`config.mk`:
```
export PLATFORM = sky130hd
export DESIGN_NAME = dtam_alarm_manager
export DESIGN_NICKNAME = d
export VERILOG_FILES = /design/src/verilog/dtam_pkg.sv /design/src/verilog/dtam_alarm_manager.sv /design/src/verilog/dtam_sync.sv /design/src/verilog/dtam_delay_timer.sv
export SDC_FILE = /design/constraint.sdc
export NUM_CORES = 1
export LEC_CHECK = 0
export ABC_AREA = 1
export BUFFER_PORTS_ARGS = -buffer_cell sky130_fd_sc_hd__buf_2
export CELL_PAD_IN_SITES_DETAIL_PLACEMENT = 1
export CELL_PAD_IN_SITES_GLOBAL_PLACEMENT = 1
export CORE_ASPECT_RATIO = 0.9
export CORE_MARGIN = 2
export CORE_UTILIZATION = 46
export CTS_CLUSTER_SIZE = 30
export DETAILED_ROUTE_END_ITERATION = 7
export PLACE_DENSITY = 0.86
export SYNTH_ARGS = -nofsm -noshare
export SYNTH_HDL_FRONTEND = slang
export SYNTH_HIERARCHICAL = 1
export SYNTH_SLANG_ARGS = --single-unit
```
`constraint.sdc`:
```
create_clock -name clk_i -period 2.9 [get_ports clk_i]
set_input_delay 0.435 -clock clk_i [delete_from_list [all_inputs] [get_ports clk_i]]
set_output_delay 0.435 -clock clk_i [all_outputs]
set_load 0.01 [all_outputs]
```
`src/verilog/dtam_pkg.sv`:
```
// Function
// - first alarm code captured and held
// - last alarm holds most recent code
// - single-bit alarm codes per fixed table
// - extended alarm codes per fixed table
// - field fail below 6% current, 12% voltage
// - inhibit bit 1 masks alarm and trip
// - inhibited stall never opens main contactor
// - link receive error only as slave
// - stall: current over threshold, zero speed, setpoint
// - trip reset false keeps faults latched
// - remote trip waits configurable delay first
// - encoder alarm needs encoder feedback selected
package dtam_pkg;
    localparam int NUM_ALARMS = 19;
    localparam int A_FIELD = 0;
    localparam int A_ENCODER = 7;
    localparam int A_LINK = 9;
    localparam int A_STALL = 10;
    localparam int A_REMOTE = 16;
    localparam logic [7:0] FIELD_MIN_CUR_PCT = 8'h06;
    localparam logic [7:0] FIELD_MIN_VOLT_PCT = 8'h0C;
    localparam int CLK_PERIOD_NS = 100;
    localparam int TICK_TIME_NS = 1000000;
    localparam int TICK_CYCLES = TICK_TIME_NS / CLK_PERIOD_NS;
    localparam logic [7:0] OFF_CTRL = 8'h00;
    localparam logic [7:0] OFF_INHIBIT = 8'h04;
    localparam logic [7:0] OFF_STALL_THRESH = 8'h08;
    localparam logic [7:0] OFF_STALL_DELAY = 8'h0C;
    localparam logic [7:0] OFF_REMOTE_DELAY = 8'h10;
    localparam logic [7:0] OFF_HEALTH = 8'h14;
    localparam logic [7:0] OFF_FIRST = 8'h18;
    localparam logic [7:0] OFF_LAST = 8'h1C;
    localparam logic [7:0] OFF_LATCHED = 8'h20;
    localparam logic [7:0] OFF_IRQ_STATUS = 8'h24;
    localparam logic [7:0] OFF_IRQ_ENABLE = 8'h28;
    localparam logic [7:0] OFF_IRQ_CLEAR = 8'h2C;
    localparam int CTRL_TRIP_RESET = 0;
    localparam int CTRL_SOFT_CLEAR = 1;
    localparam int HEALTH_HEALTHY = 16;
    localparam int IRQ_RAISE = 0;
    localparam int IRQ_CLEARED = 1;
    localparam logic RST_TRIP_RESET = 1'b1;
    localparam logic [11:0] RST_STALL_THRESH = 12'h800;
    localparam logic [15:0] RST_STALL_DELAY = 16'h000A;
    localparam logic [15:0] RST_REMOTE_DELAY = 16'h000A;
    localparam logic [15:0] FIELD_FAIL_CODE = 16'h0001;

    typedef struct packed {
        logic run_input_terminal;
        logic voltage_mode;
        logic link_slave;
        logic encoder_selected;
        logic speed_zero;
        logic setpoint_zero;
        logic [7:0] field_current_pct;
        logic [11:0] armature_current;
        logic [NUM_ALARMS-1:0] raw_alarm;
    } dtam_fault_in_t;

    typedef struct packed {
        logic [7:0] addr;
        logic [31:0] wdata;
        logic wr;
        logic rd;
    } dtam_bus_req_t;

    function automatic logic [15:0] dtam_code_of(input int idx);
        logic [15:0] c;
        c = 16'h0000;
        unique case (idx)
            0: c = FIELD_FAIL_CODE;
            1: c = 16'h0002;
            2: c = 16'h0004;
            3: c = 16'h0008;
            4: c = 16'h0010;
            5: c = 16'h0020;
            6: c = 16'h0040;
            7: c = 16'h0080;
            8: c = 16'h0200;
            9: c = 16'h0400;
            10: c = 16'h1000;
            11: c = 16'h2000;
            12: c = 16'h8000;
            13: c = 16'hF001;
            14: c = 16'hF400;
            15: c = 16'hF005;
            16: c = 16'hF006;
            17: c = 16'hFF05;
            18: c = 16'hFF06;
            default: c = 16'h0000;
        endcase
        return c;
    endfunction

    function automatic logic [15:0] dtam_health_of(input logic [NUM_ALARMS-1:0] v);
        logic [15:0] h;
        h = 16'h0000;
        for (int i = 0; i < NUM_ALARMS; i++) begin
            if (v[i]) begin
                h = h | dtam_code_of(i);
            end
        end
        return h;
    endfunction

    // lowest index wins when several alarms appear in one cycle
    function automatic logic [15:0] dtam_pick_code(input logic [NUM_ALARMS-1:0] v);
        logic [15:0] c;
        c = 16'h0000;
        for (int i = NUM_ALARMS - 1; i >= 0; i--) begin
            if (v[i]) begin
                c = dtam_code_of(i);
            end
        end
        return c;
    endfunction
endpackage

```
`src/verilog/dtam_alarm_manager.sv`:
```
// Our own choices: the placing of the registers and the strobed register port.
`timescale 1ns/1ps
module dtam_alarm_manager #(
    parameter int TICK_CYCLES = dtam_pkg::TICK_CYCLES
) (
    input wire logic clk_i,
    input wire logic rst_b_i,
    input wire dtam_pkg::dtam_fault_in_t fault_i,
    input wire dtam_pkg::dtam_bus_req_t bus_i,
    output logic [31:0] rdata_o,
    output logic healthy_o,
    output logic trip_o,
    output logic irq_o
);
    import dtam_pkg::*;

    localparam int FW = $bits(dtam_fault_in_t);

    logic [FW-1:0] fault_sync_bits;
    dtam_fault_in_t fs;
    logic [15:0] tick_cnt_reg;
    logic [15:0] tick_cnt_next;
    logic tick_reg;
    logic tick_next;
    logic stall_cond;
    logic stall_done;
    logic remote_done;
    logic run_prev_reg;
    logic [1:0] settle_reg;
    logic [1:0] settle_next;
    logic fault_ready;
    logic field_low;
    logic [NUM_ALARMS-1:0] det_vec;
    logic [NUM_ALARMS-1:0] active_vec;
    logic [NUM_ALARMS-1:0] base_vec;
    logic [NUM_ALARMS-1:0] newly_vec;
    logic clr;
    logic trip_reset_reg;
    logic trip_reset_next;
    logic [NUM_ALARMS-1:0] inhibit_reg;
    logic [NUM_ALARMS-1:0] inhibit_next;
    logic [11:0] stall_thresh_reg;
    logic [11:0] stall_thresh_next;
    logic [15:0] stall_delay_reg;
    logic [15:0] stall_delay_next;
    logic [15:0] external_shutdown_delay_reg;
    logic [15:0] external_shutdown_delay_next;
    logic [NUM_ALARMS-1:0] latched_reg;
    logic [NUM_ALARMS-1:0] latched_next;
    logic [15:0] health_word_reg;
    logic [15:0] health_word_next;
    logic [15:0] first_reg;
    logic [15:0] first_next;
    logic first_valid_reg;
    logic first_valid_next;
    logic [15:0] last_reg;
    logic [15:0] last_next;
    logic healthy_reg;
    logic healthy_next;
    logic trip_reg;
    logic trip_next;
    logic [1:0] irq_status_reg;
    logic [1:0] irq_status_next;
    logic [1:0] irq_enable_reg;
    logic [1:0] irq_enable_next;
    logic irq_reg;
    logic irq_next;
    logic [31:0] rdata_reg;
    logic [31:0] rdata_next;

    // every detector pin arrives from outside this clock's domain
    dtam_sync #(
        .WIDTH(FW)
    ) u_sync (
        .clk_i(clk_i),
        .rst_b_i(rst_b_i),
        .d_i(fault_i),
        .q_o(fault_sync_bits)
    );
    assign fs = dtam_fault_in_t'(fault_sync_bits);
    // synchroniser shows zeros until filled; zero field current would read as a fault
    assign fault_ready = settle_reg[1];

    // delay prescaler: one tick per delay unit
    always_comb begin
        tick_cnt_next = tick_cnt_reg + 16'h0001;
        settle_next = fault_ready ? settle_reg : settle_reg + 2'b01;
        tick_next = 1'b0;
        if (tick_cnt_reg >= 16'(TICK_CYCLES - 1)) begin
            tick_cnt_next = 16'h0000;
            tick_next = 1'b1;
        end
    end

    always_ff @(posedge clk_i or negedge rst_b_i) begin
        if (!rst_b_i) begin
            tick_cnt_reg <= 16'h0000;
            tick_reg <= 1'b0;
            run_prev_reg <= 1'b0;
            settle_reg <= 2'b00;
        end else begin
            tick_cnt_reg <= tick_cnt_next;
            tick_reg <= tick_next;
            run_prev_reg <= fs.run_input_terminal;
            settle_reg <= settle_next;
        end
    end

    assign stall_cond = (fs.armature_current > stall_thresh_reg) && fs.speed_zero
        && !fs.setpoint_zero;

    dtam_delay_timer #(
        .WIDTH(16)
    ) u_stall_timer (
        .clk_i(clk_i),
        .rst_b_i(rst_b_i),
        .cond_i(stall_cond),
        .tick_i(tick_reg),
        .limit_i(stall_delay_reg),
        .done_o(stall_done)
    );

    dtam_delay_timer #(
        .WIDTH(16)
    ) u_remote_timer (
        .clk_i(clk_i),
        .rst_b_i(rst_b_i),
        .cond_i(fs.raw_alarm[A_REMOTE]),
        .tick_i(tick_reg),
        .limit_i(external_shutdown_delay_reg),
        .done_o(remote_done)
    );

    assign field_low = fs.voltage_mode ? (fs.field_current_pct < FIELD_MIN_VOLT_PCT)
        : (fs.field_current_pct < FIELD_MIN_CUR_PCT);

    always_comb begin
        det_vec = fs.raw_alarm;
        det_vec[A_FIELD] = field_low;
        det_vec[A_ENCODER] = fs.raw_alarm[A_ENCODER] && fs.encoder_selected;
        det_vec[A_LINK] = fs.raw_alarm[A_LINK] && fs.link_slave;
        det_vec[A_STALL] = stall_done;
        det_vec[A_REMOTE] = remote_done;
        if (!fault_ready) begin
            det_vec = '0;
        end
    end

    assign active_vec = det_vec & ~inhibit_reg;
    // auto clear on run only with trip reset true; setting it true clears too
    assign clr = (trip_reset_reg && ((fs.run_input_terminal && !run_prev_reg)
        || (bus_i.wr && bus_i.addr == OFF_CTRL && bus_i.wdata[CTRL_SOFT_CLEAR])))
        || (bus_i.wr && bus_i.addr == OFF_CTRL && bus_i.wdata[CTRL_TRIP_RESET]
        && !trip_reset_reg);
    assign base_vec = clr ? '0 : latched_reg;
    assign newly_vec = active_vec & ~base_vec;

    always_comb begin
        latched_next = base_vec | active_vec;
        first_valid_next = clr ? 1'b0 : first_valid_reg;
        first_next = first_reg;
        last_next = last_reg;
        if (newly_vec != '0) begin
            last_next = dtam_pick_code(newly_vec);
            if (!first_valid_next) begin
                first_next = dtam_pick_code(newly_vec);
                first_valid_next = 1'b1;
            end
        end
        if (clr && newly_vec == '0) begin
            first_next = 16'h0000;
        end
        // inhibiting an alarm later also removes it from trip and health
        health_word_next = dtam_health_of(latched_next & ~inhibit_next);
        healthy_next = (latched_next & ~inhibit_next) == '0;
        trip_next = !healthy_next;
    end

    always_ff @(posedge clk_i or negedge rst_b_i) begin
        if (!rst_b_i) begin
            latched_reg <= '0;
            first_valid_reg <= 1'b0;
            first_reg <= 16'h0000;
            last_reg <= 16'h0000;
            health_word_reg <= 16'h0000;
            healthy_reg <= 1'b1;
            trip_reg <= 1'b0;
        end else begin
            latched_reg <= latched_next;
            first_valid_reg <= first_valid_next;
            first_reg <= first_next;
            last_reg <= last_next;
            health_word_reg <= health_word_next;
            healthy_reg <= healthy_next;
            trip_reg <= trip_next;
        end
    end

    // register file and interrupt logic
    always_comb begin
        trip_reset_next = trip_reset_reg;
        inhibit_next = inhibit_reg;
        stall_thresh_next = stall_thresh_reg;
        stall_delay_next = stall_delay_reg;
        external_shutdown_delay_next = external_shutdown_delay_reg;
        irq_enable_next = irq_enable_reg;
        irq_status_next = irq_status_reg;
        rdata_next = 32'h0000_0000;
        if (bus_i.wr) begin
            unique case (bus_i.addr)
                OFF_CTRL: trip_reset_next = bus_i.wdata[CTRL_TRIP_RESET];
                OFF_INHIBIT: inhibit_next = bus_i.wdata[NUM_ALARMS-1:0];
                OFF_STALL_THRESH: stall_thresh_next = bus_i.wdata[11:0];
                OFF_STALL_DELAY: stall_delay_next = bus_i.wdata[15:0];
                OFF_REMOTE_DELAY: external_shutdown_delay_next = bus_i.wdata[15:0];
                OFF_IRQ_ENABLE: irq_enable_next = bus_i.wdata[1:0];
                OFF_IRQ_CLEAR: irq_status_next = irq_status_reg & ~bus_i.wdata[1:0];
                default: ;
            endcase
        end
        // set after clear so a same-cycle event survives
        if (newly_vec != '0) begin
            irq_status_next[IRQ_RAISE] = 1'b1;
        end
        if (clr) begin
            irq_status_next[IRQ_CLEARED] = 1'b1;
        end
        irq_next = (irq_status_next & irq_enable_next) != 2'b00;
        if (bus_i.rd) begin
            unique case (bus_i.addr)
                OFF_CTRL: rdata_next = {31'h0, trip_reset_reg};
                OFF_INHIBIT: rdata_next = 32'(inhibit_reg);
                OFF_STALL_THRESH: rdata_next = {20'h0, stall_thresh_reg};
                OFF_STALL_DELAY: rdata_next = {16'h0, stall_delay_reg};
                OFF_REMOTE_DELAY: rdata_next = {16'h0, external_shutdown_delay_reg};
                OFF_HEALTH: rdata_next = {15'h0, healthy_reg, health_word_reg};
                OFF_FIRST: rdata_next = {16'h0, first_reg};
                OFF_LAST: rdata_next = {16'h0, last_reg};
                OFF_LATCHED: rdata_next = 32'(latched_reg);
                OFF_IRQ_STATUS: rdata_next = {30'h0, irq_status_reg};
                OFF_IRQ_ENABLE: rdata_next = {30'h0, irq_enable_reg};
                default: rdata_next = 32'h0000_0000;
            endcase
        end
    end

    always_ff @(posedge clk_i or negedge rst_b_i) begin
        if (!rst_b_i) begin
            trip_reset_reg <= RST_TRIP_RESET;
            inhibit_reg <= '0;
            stall_thresh_reg <= RST_STALL_THRESH;
            stall_delay_reg <= RST_STALL_DELAY;
            external_shutdown_delay_reg <= RST_REMOTE_DELAY;
            irq_enable_reg <= 2'b00;
            irq_status_reg <= 2'b00;
            irq_reg <= 1'b0;
            rdata_reg <= 32'h0000_0000;
        end else begin
            trip_reset_reg <= trip_reset_next;
            inhibit_reg <= inhibit_next;
            stall_thresh_reg <= stall_thresh_next;
            stall_delay_reg <= stall_delay_next;
            external_shutdown_delay_reg <= external_shutdown_delay_next;
            irq_enable_reg <= irq_enable_next;
            irq_status_reg <= irq_status_next;
            irq_reg <= irq_next;
            rdata_reg <= rdata_next;
        end
    end

    assign rdata_o = rdata_reg;
    assign healthy_o = healthy_reg;
    assign trip_o = trip_reg;
    assign irq_o = irq_reg;
endmodule

```
`src/verilog/dtam_sync.sv`:
```
`timescale 1ns/1ps
module dtam_sync #(
    parameter int WIDTH = 1
) (
    input wire logic clk_i,
    input wire logic rst_b_i,
    input wire logic [WIDTH-1:0] d_i,
    output logic [WIDTH-1:0] q_o
);
    logic [WIDTH-1:0] meta_reg;
    logic [WIDTH-1:0] meta_next;
    logic [WIDTH-1:0] q_reg;
    logic [WIDTH-1:0] q_next;

    always_comb begin
        meta_next = d_i;
        q_next = meta_reg;
    end

    always_ff @(posedge clk_i or negedge rst_b_i) begin
        if (!rst_b_i) begin
            meta_reg <= '0;
            q_reg <= '0;
        end else begin
            meta_reg <= meta_next;
            q_reg <= q_next;
        end
    end

    assign q_o = q_reg;
endmodule

```
`src/verilog/dtam_delay_timer.sv`:
```
`timescale 1ns/1ps
module dtam_delay_timer #(
    parameter int WIDTH = 16
) (
    input wire logic clk_i,
    input wire logic rst_b_i,
    input wire logic cond_i,
    input wire logic tick_i,
    input wire logic [WIDTH-1:0] limit_i,
    output logic done_o
);
    logic [WIDTH-1:0] count_reg;
    logic [WIDTH-1:0] count_next;
    logic done_reg;
    logic done_next;

    // any break in the condition restarts the wait from zero
    always_comb begin
        count_next = count_reg;
        done_next = done_reg;
        if (!cond_i) begin
            count_next = '0;
            done_next = 1'b0;
        end else if (count_reg >= limit_i) begin
            done_next = 1'b1;
        end else if (tick_i) begin
            count_next = count_reg + 1'b1;
        end
    end

    always_ff @(posedge clk_i or negedge rst_b_i) begin
        if (!rst_b_i) begin
            count_reg <= '0;
            done_reg <= 1'b0;
        end else begin
            count_reg <= count_next;
            done_reg <= done_next;
        end
    end

    assign done_o = done_reg;
endmodule

```
**Word-level counts from Yosys, hierarchy flattened**

Cells that the tools add are included.

- Logic and storage cells: 200
- Input bits: 89
- Output and inout bits: 35
- Bits in registers: 315

- Bitwise gates (word level): 28
- Eq/ne operators: 18
- $lt $le $gt $ge: 6
- Multiplexer cells: 87
- Add/subtract/negate cells: 4
- Reductions and logical operators: 30

Operator list:

| kind | count |
|---|---|
| 16-bit two-way mux | 65 |
| 16-bit OR | 18 |
| 19-bit case mux with 11 select lines | 1 |
| 19-bit two-way mux | 5 |
| 19-bit AND | 3 |
| 19-bit NOT | 3 |
| 16-bit by 1-bit adder with 16-bit output, second input constant | 3 |
| 19-bit logical NOT | 2 |
| 8-bit by 5-bit == test with 1-bit output, second input constant | 4 |
| 8-bit by 6-bit == test with 1-bit output, second input constant | 4 |
| 16-bit >= comparator | 2 |
| 19-bit OR | 1 |
| 19-bit nonzero test | 1 |
| 8-bit by 4-bit == test with 1-bit output, second input constant | 2 |
| 16-bit by 14-bit >= comparator with 1-bit output, second input constant | 1 |
| 2-bit AND reduction | 7 |
| 12-bit greater-than comparator | 1 |
| 1-bit logical AND | 11 |
| 1-bit two-way mux | 11 |
| 2-bit two-way mux | 5 |
| 2-bit inequality test, second input constant | 5 |
| 8-bit by 3-bit == test with 1-bit output, second input constant | 1 |
| 8-bit logical NOT | 1 |
| 8-bit by 3-bit < comparator with 1-bit output, second input constant | 1 |
| other kinds (8) | 15 |

**Longest topological paths before layout**

- Depth in word-level cells: 46
- Mapped depth: 18
- Gate-level depth less buffers: 16

**Cells and area by module**

Netlist, hierarchy kept.

By module, submodules not included:

| module | instances | sequential area each (um^2) | cells an instance | area an instance (um^2) |
|---|---|---|---|---|
| dtam_alarm_manager | 1 | 4388.0 | 1026 | 8715.9 |
| dtam_delay_timer | 2 | 425.4 | 220 | 1521.5 |
| dtam_sync | 1 | 2252.2 | 90 | 2252.2 |

**Worst setup path after synthesis**

Ideal clock, no wire load.

- Path type: register -> register
- From: reg stall_thresh_reg[11]
- To: reg u_stall_timer.count_reg[8]
- Cell stages (with the launch flop): 14
- Arrival: 2.255 ns
- Setup time: 0.117 ns
- Clock period less this slack: 2.373 ns
- Data required time: 2.783 ns
- Path slack: 0.527 ns
- Path buffers: 2
- Cells stage by stage: dfstp_2 -> inv_1 -> ha_1 -> nand2_1 -> nor2_1 -> nand4_1 -> a21oi_1 -> a211oi_1 -> nor4b_1 -> clkbuf_1 -> nand2_4 -> buf_8 -> nand2_1 -> nand2_1

- Longest elaborated chain between the ends: 5
- Elaborated cells between the ends (all ways): 7
- Those cells by class: order compare: 1; eq/ne: 2; mux: 1; reduce/logical: 3

RTL lines:

| what | line | source |
|---|---|---|
| start, declared | dtam_alarm_manager.sv:42 | `logic [11:0] stall_thresh_reg;` |
| start signal, assigned | dtam_alarm_manager.sv:261 | `stall_thresh_reg <= stall_thresh_next;` |
| 12-bit greater-than comparator (*) | dtam_alarm_manager.sv:109 | `assign stall_cond = (fs.armature_current > stall_thresh_reg) && fs.speed_zero` |
| 1-bit logical AND (*) | dtam_alarm_manager.sv:109 |  |
| 1-bit logical AND (*) | dtam_alarm_manager.sv:110 | `&& !fs.setpoint_zero;` |
| net stall_cond | dtam_alarm_manager.sv:25 | `logic stall_cond;` |
| 2-bit inequality test (no line) | - |  |
| 2-bit AND reduction (no line) | - |  |
| end signal, assigned | dtam_delay_timer.sv:36 | `count_reg <= count_next;` |
| end, declared | dtam_delay_timer.sv:12 | `logic [WIDTH-1:0] count_reg;` |

Mark *: on every way through the listed nets, which the timed path passes. The rest lies on a longest branch.
A chain may end at the register's enable or synchronous reset.

**Final worst setup path**

- From: reg trip_reset_reg
- To: reg irq_reg (netlist: irq_o)

- Longest elaborated chain between the ends: 10
- Elaborated cells between the ends (all ways): 12
- Those cells by class: mux: 3; bitwise: 3; reduce/logical: 6

RTL lines:

| what | line | source |
|---|---|---|
| start, declared | dtam_alarm_manager.sv:38 | `logic trip_reset_reg;` |
| start signal, assigned | dtam_alarm_manager.sv:259 | `trip_reset_reg <= trip_reset_next;` |
| 1-bit logical NOT | dtam_alarm_manager.sv:154 | `&& !trip_reset_reg);` |
| 1-bit logical AND | dtam_alarm_manager.sv:154 |  |
| 1-bit logical OR (*) | dtam_alarm_manager.sv:153 | `\|\| (bus_i.wr && bus_i.addr == OFF_CTRL && bus_i.wdata[CTRL_TRIP_RESET]` |
| 19-bit two-way mux (*) | dtam_alarm_manager.sv:155 | `assign base_vec = clr ? '0 : latched_reg;` |
| 19-bit NOT (*) | dtam_alarm_manager.sv:156 | `assign newly_vec = active_vec & ~base_vec;` |
| 19-bit AND (*) | dtam_alarm_manager.sv:156 |  |
| 19-bit nonzero test (*) | dtam_alarm_manager.sv:222 | `if (newly_vec != '0) begin` |
| 1-bit two-way mux (*) | dtam_alarm_manager.sv:222 |  |
| net irq_status_next[0] | dtam_alarm_manager.sv:63 | `logic [1:0] irq_status_next;` |
| 2-bit AND (*) | dtam_alarm_manager.sv:228 | `irq_next = (irq_status_next & irq_enable_next) != 2'b00;` |
| 2-bit nonzero test (*) | dtam_alarm_manager.sv:228 |  |
| net irq_next | dtam_alarm_manager.sv:67 | `logic irq_next;` |
| end signal, assigned | dtam_alarm_manager.sv:266 | `irq_reg <= irq_next;` |
| end, declared | dtam_alarm_manager.sv:66 | `logic irq_reg;` |

Marks and branches as above.

==> metrics.yaml <==
routing:
  vias_per_cell: 5.58
  drcViolationCount: 0
  vias: 12000
  wl_mm: 45.7
  first_pass_iters: 5
  drt_iter0_drc: 1035
  final_antenna_net_count: 0
  wl_per_cell_um: 21.3
clocking:
  insertion_delay_ns: 0.58
  cts_tree: "done"
  ctsHtreeMaxLevel: 1
  clk_root_buffer_cell: "clkbuf_16"
  numCtsBuffers: 31
  numClockSinks: 293
  clock_path_buffers: 3
  clk_pin_slew_ns: 0.06
placement:
  dp_hpwl_mm: 31.2
  dpl_cell_area_um2: 14900
  gp_congestion: 0.913
  io_buffers: 94
worst_setup_path:
  startpoint: "trip_reset_reg"
  end_kind: "flip-flop"
  r2r_slack_ns: 0.03
  path_class: "reg2reg"
  path_max_fanout: 17
  endpoint: "irq_o"
  reg2reg_depth: 14
  crit_required_ns: 3.35
  critical_path_arrival_ns: 3.32
  startpoint_type: "flip-flop"
  worstReg2RegEnd: "irq_o"
  r2r-start: "trip_reset_reg"
layout:
  drive_gt1_share_pct: 16.3
  syn_to_final_growth_pct: 17.8
  nNetsFinal: 1852
  num_antenna_cells: 0
  design_area_um2: 16300
  final_util_pct: 54.8
synth:
  yosysWarnings: 6
  netlist_instances: 1550
  synth_area_um2: 13900
  avgSynthCellArea_um2: 8.94
die:
  fp.dieH_um: 169
  start_util_pct: 46.5
  die_w_um: 187
  core-area_um2: 29800
  ioPinCount: 124
  die_area_um2: 31500
  rows: 60
grt:
  grt_pass1_wl_mm: 72.1
  grt_max_degree: 87
  antenna_found_initial: 0
  overflow: 0
  grt_pass1_vias: 12900
  grt_use_total_pct: 29.2
timing:
  slew_viol_final: 0
  hold_viol: 0
  setup-violations-final: 0
  relSlewSlack_pct: 23.1
  worst_pin_slew_ns: 1.15
  finalCriticalPeriod_ns: 2.87
  min_period_over_period_pct: 99.0
  max_freq_ghz: 0.348
  finClkSkew_ns: 0.0175
  hold-worst-slack_ns: 0.155
worst_hold_path:
  hold_class: "in2reg"
  hp-start: "bus_i[18]"
run:
  cap_viol_max_count: 0
power:
  p_total_mw: 9.75
  p_leak_nw: 7.90
  pwr_density_cell_nw_per_um2: 597
  irDropWorstVdd_v: 0.000451
outcome:
  status: "finished, final reports clean"
[report_power, final]
| part | switching [mW] | total, mW | internal (mW) |
|---|---|---|---|
| combinational | 0.901 | 1.29 | 0.388 |
| sequential | 0.156 | 4.45 | 4.30 |
| clock | 1.73 | 4.00 | 2.27 |
[cell type report]
cell class,count,area (µm²)
Sequential cell,293,7340
Multi-Input combinational cell,1024,5500
Inverter,194,733
Fill cell,3475,13500
Timing Repair Buffer,172,1240
Tap cell,403,504
Clock inverter,15,141
Clock buffer,42,867
[per-layer routing]
layer | wire length, µm | global-route usage [%] | vias to the layer above | part of all wire, %
met3 | 2850 | 4.60 | 137 | 6.2
li1 | - | - | 5325 | -
met2 | 22000 | 49.9 | 467 | 48
met5 | 0 | 0 | - | 0
met1 | 18800 | 37.4 | 6024 | 41
met4 | 2050 | 11.8 | 0 | 4.5
[critical path, stage by stage (launching register included)]
cell,delay [ns]
dfstp_2,0.57
inv_1,0.09
a21oi_1,0.21
nand2_2,0.13
nand2_8,0.21
buf_6,0.24
nand2_2,0.08
nand2_1,0.13
nand2_2,0.09
nor2_1,0.23
nand3_2,0.17
nor2_4,0.27
nand2_1,0.15
nand2_1,0.09
nand2_1,0.06
[repair_timing]
action,in CTS,in global routing
hold buffers,43,0
endpoints found under the setup margin,0,25
gates resized for setup,0,5
hold endpoints to repair,122,0
setup buffers,0,0
[per-stage QoR]
stage	setup slack [ns]	std cells	TNS (ns)
2_1_floorplan	0.527	1564	0
3_3_place_gp	0.142	2043	0
3_5_place_dp	-0.00895	2043	-0.0374
4_1_cts	0.0471	2143	0
5_1_grt	-0.0600	2143	-0.371
6_report	0.0294	2143	0
[cells in the final DEF, fill, tap and decap left out, types with 14 or more instances in the layout]
| cell type | n |
|---|---|
| nand2_1 | 383 |
| dfrtp_1 | 286 |
| inv_1 | 184 |
| nor2_1 | 112 |
| buf_2 | 93 |
| o21ai_0 | 91 |
| nand3_1 | 80 |
| a21oi_1 | 52 |
| ha_1 | 47 |
| dlygate4sd3_1 | 43 |
| nand2_2 | 32 |
| clkbuf_16 | 31 |
| buf_4 | 28 |
| nand4_1 | 24 |
| nor3_1 | 22 |
| nand3_2 | 17 |
| a221oi_1 | 15 |
| conb_1 | 15 |
| xor2_1 | 14 |
[worst min-delay path by stage]
stage / slack, ns / to / cells after the start
after floorplan: 0.14 / external_shutdown_delay_reg[0] / 0
after global placement: 0.33 / u_sync/q_o[21] / 0
after detailed placement: 0.34 / u_sync/q_o[8] / 0
after CTS: 0.12 / inhibit_reg[16] / 3
after global routing: 0.14 / rdata_o[0] / 3
final: 0.16 / inhibit_reg[16] / 3
Note: power is estimated with default switching activity, not from simulation.
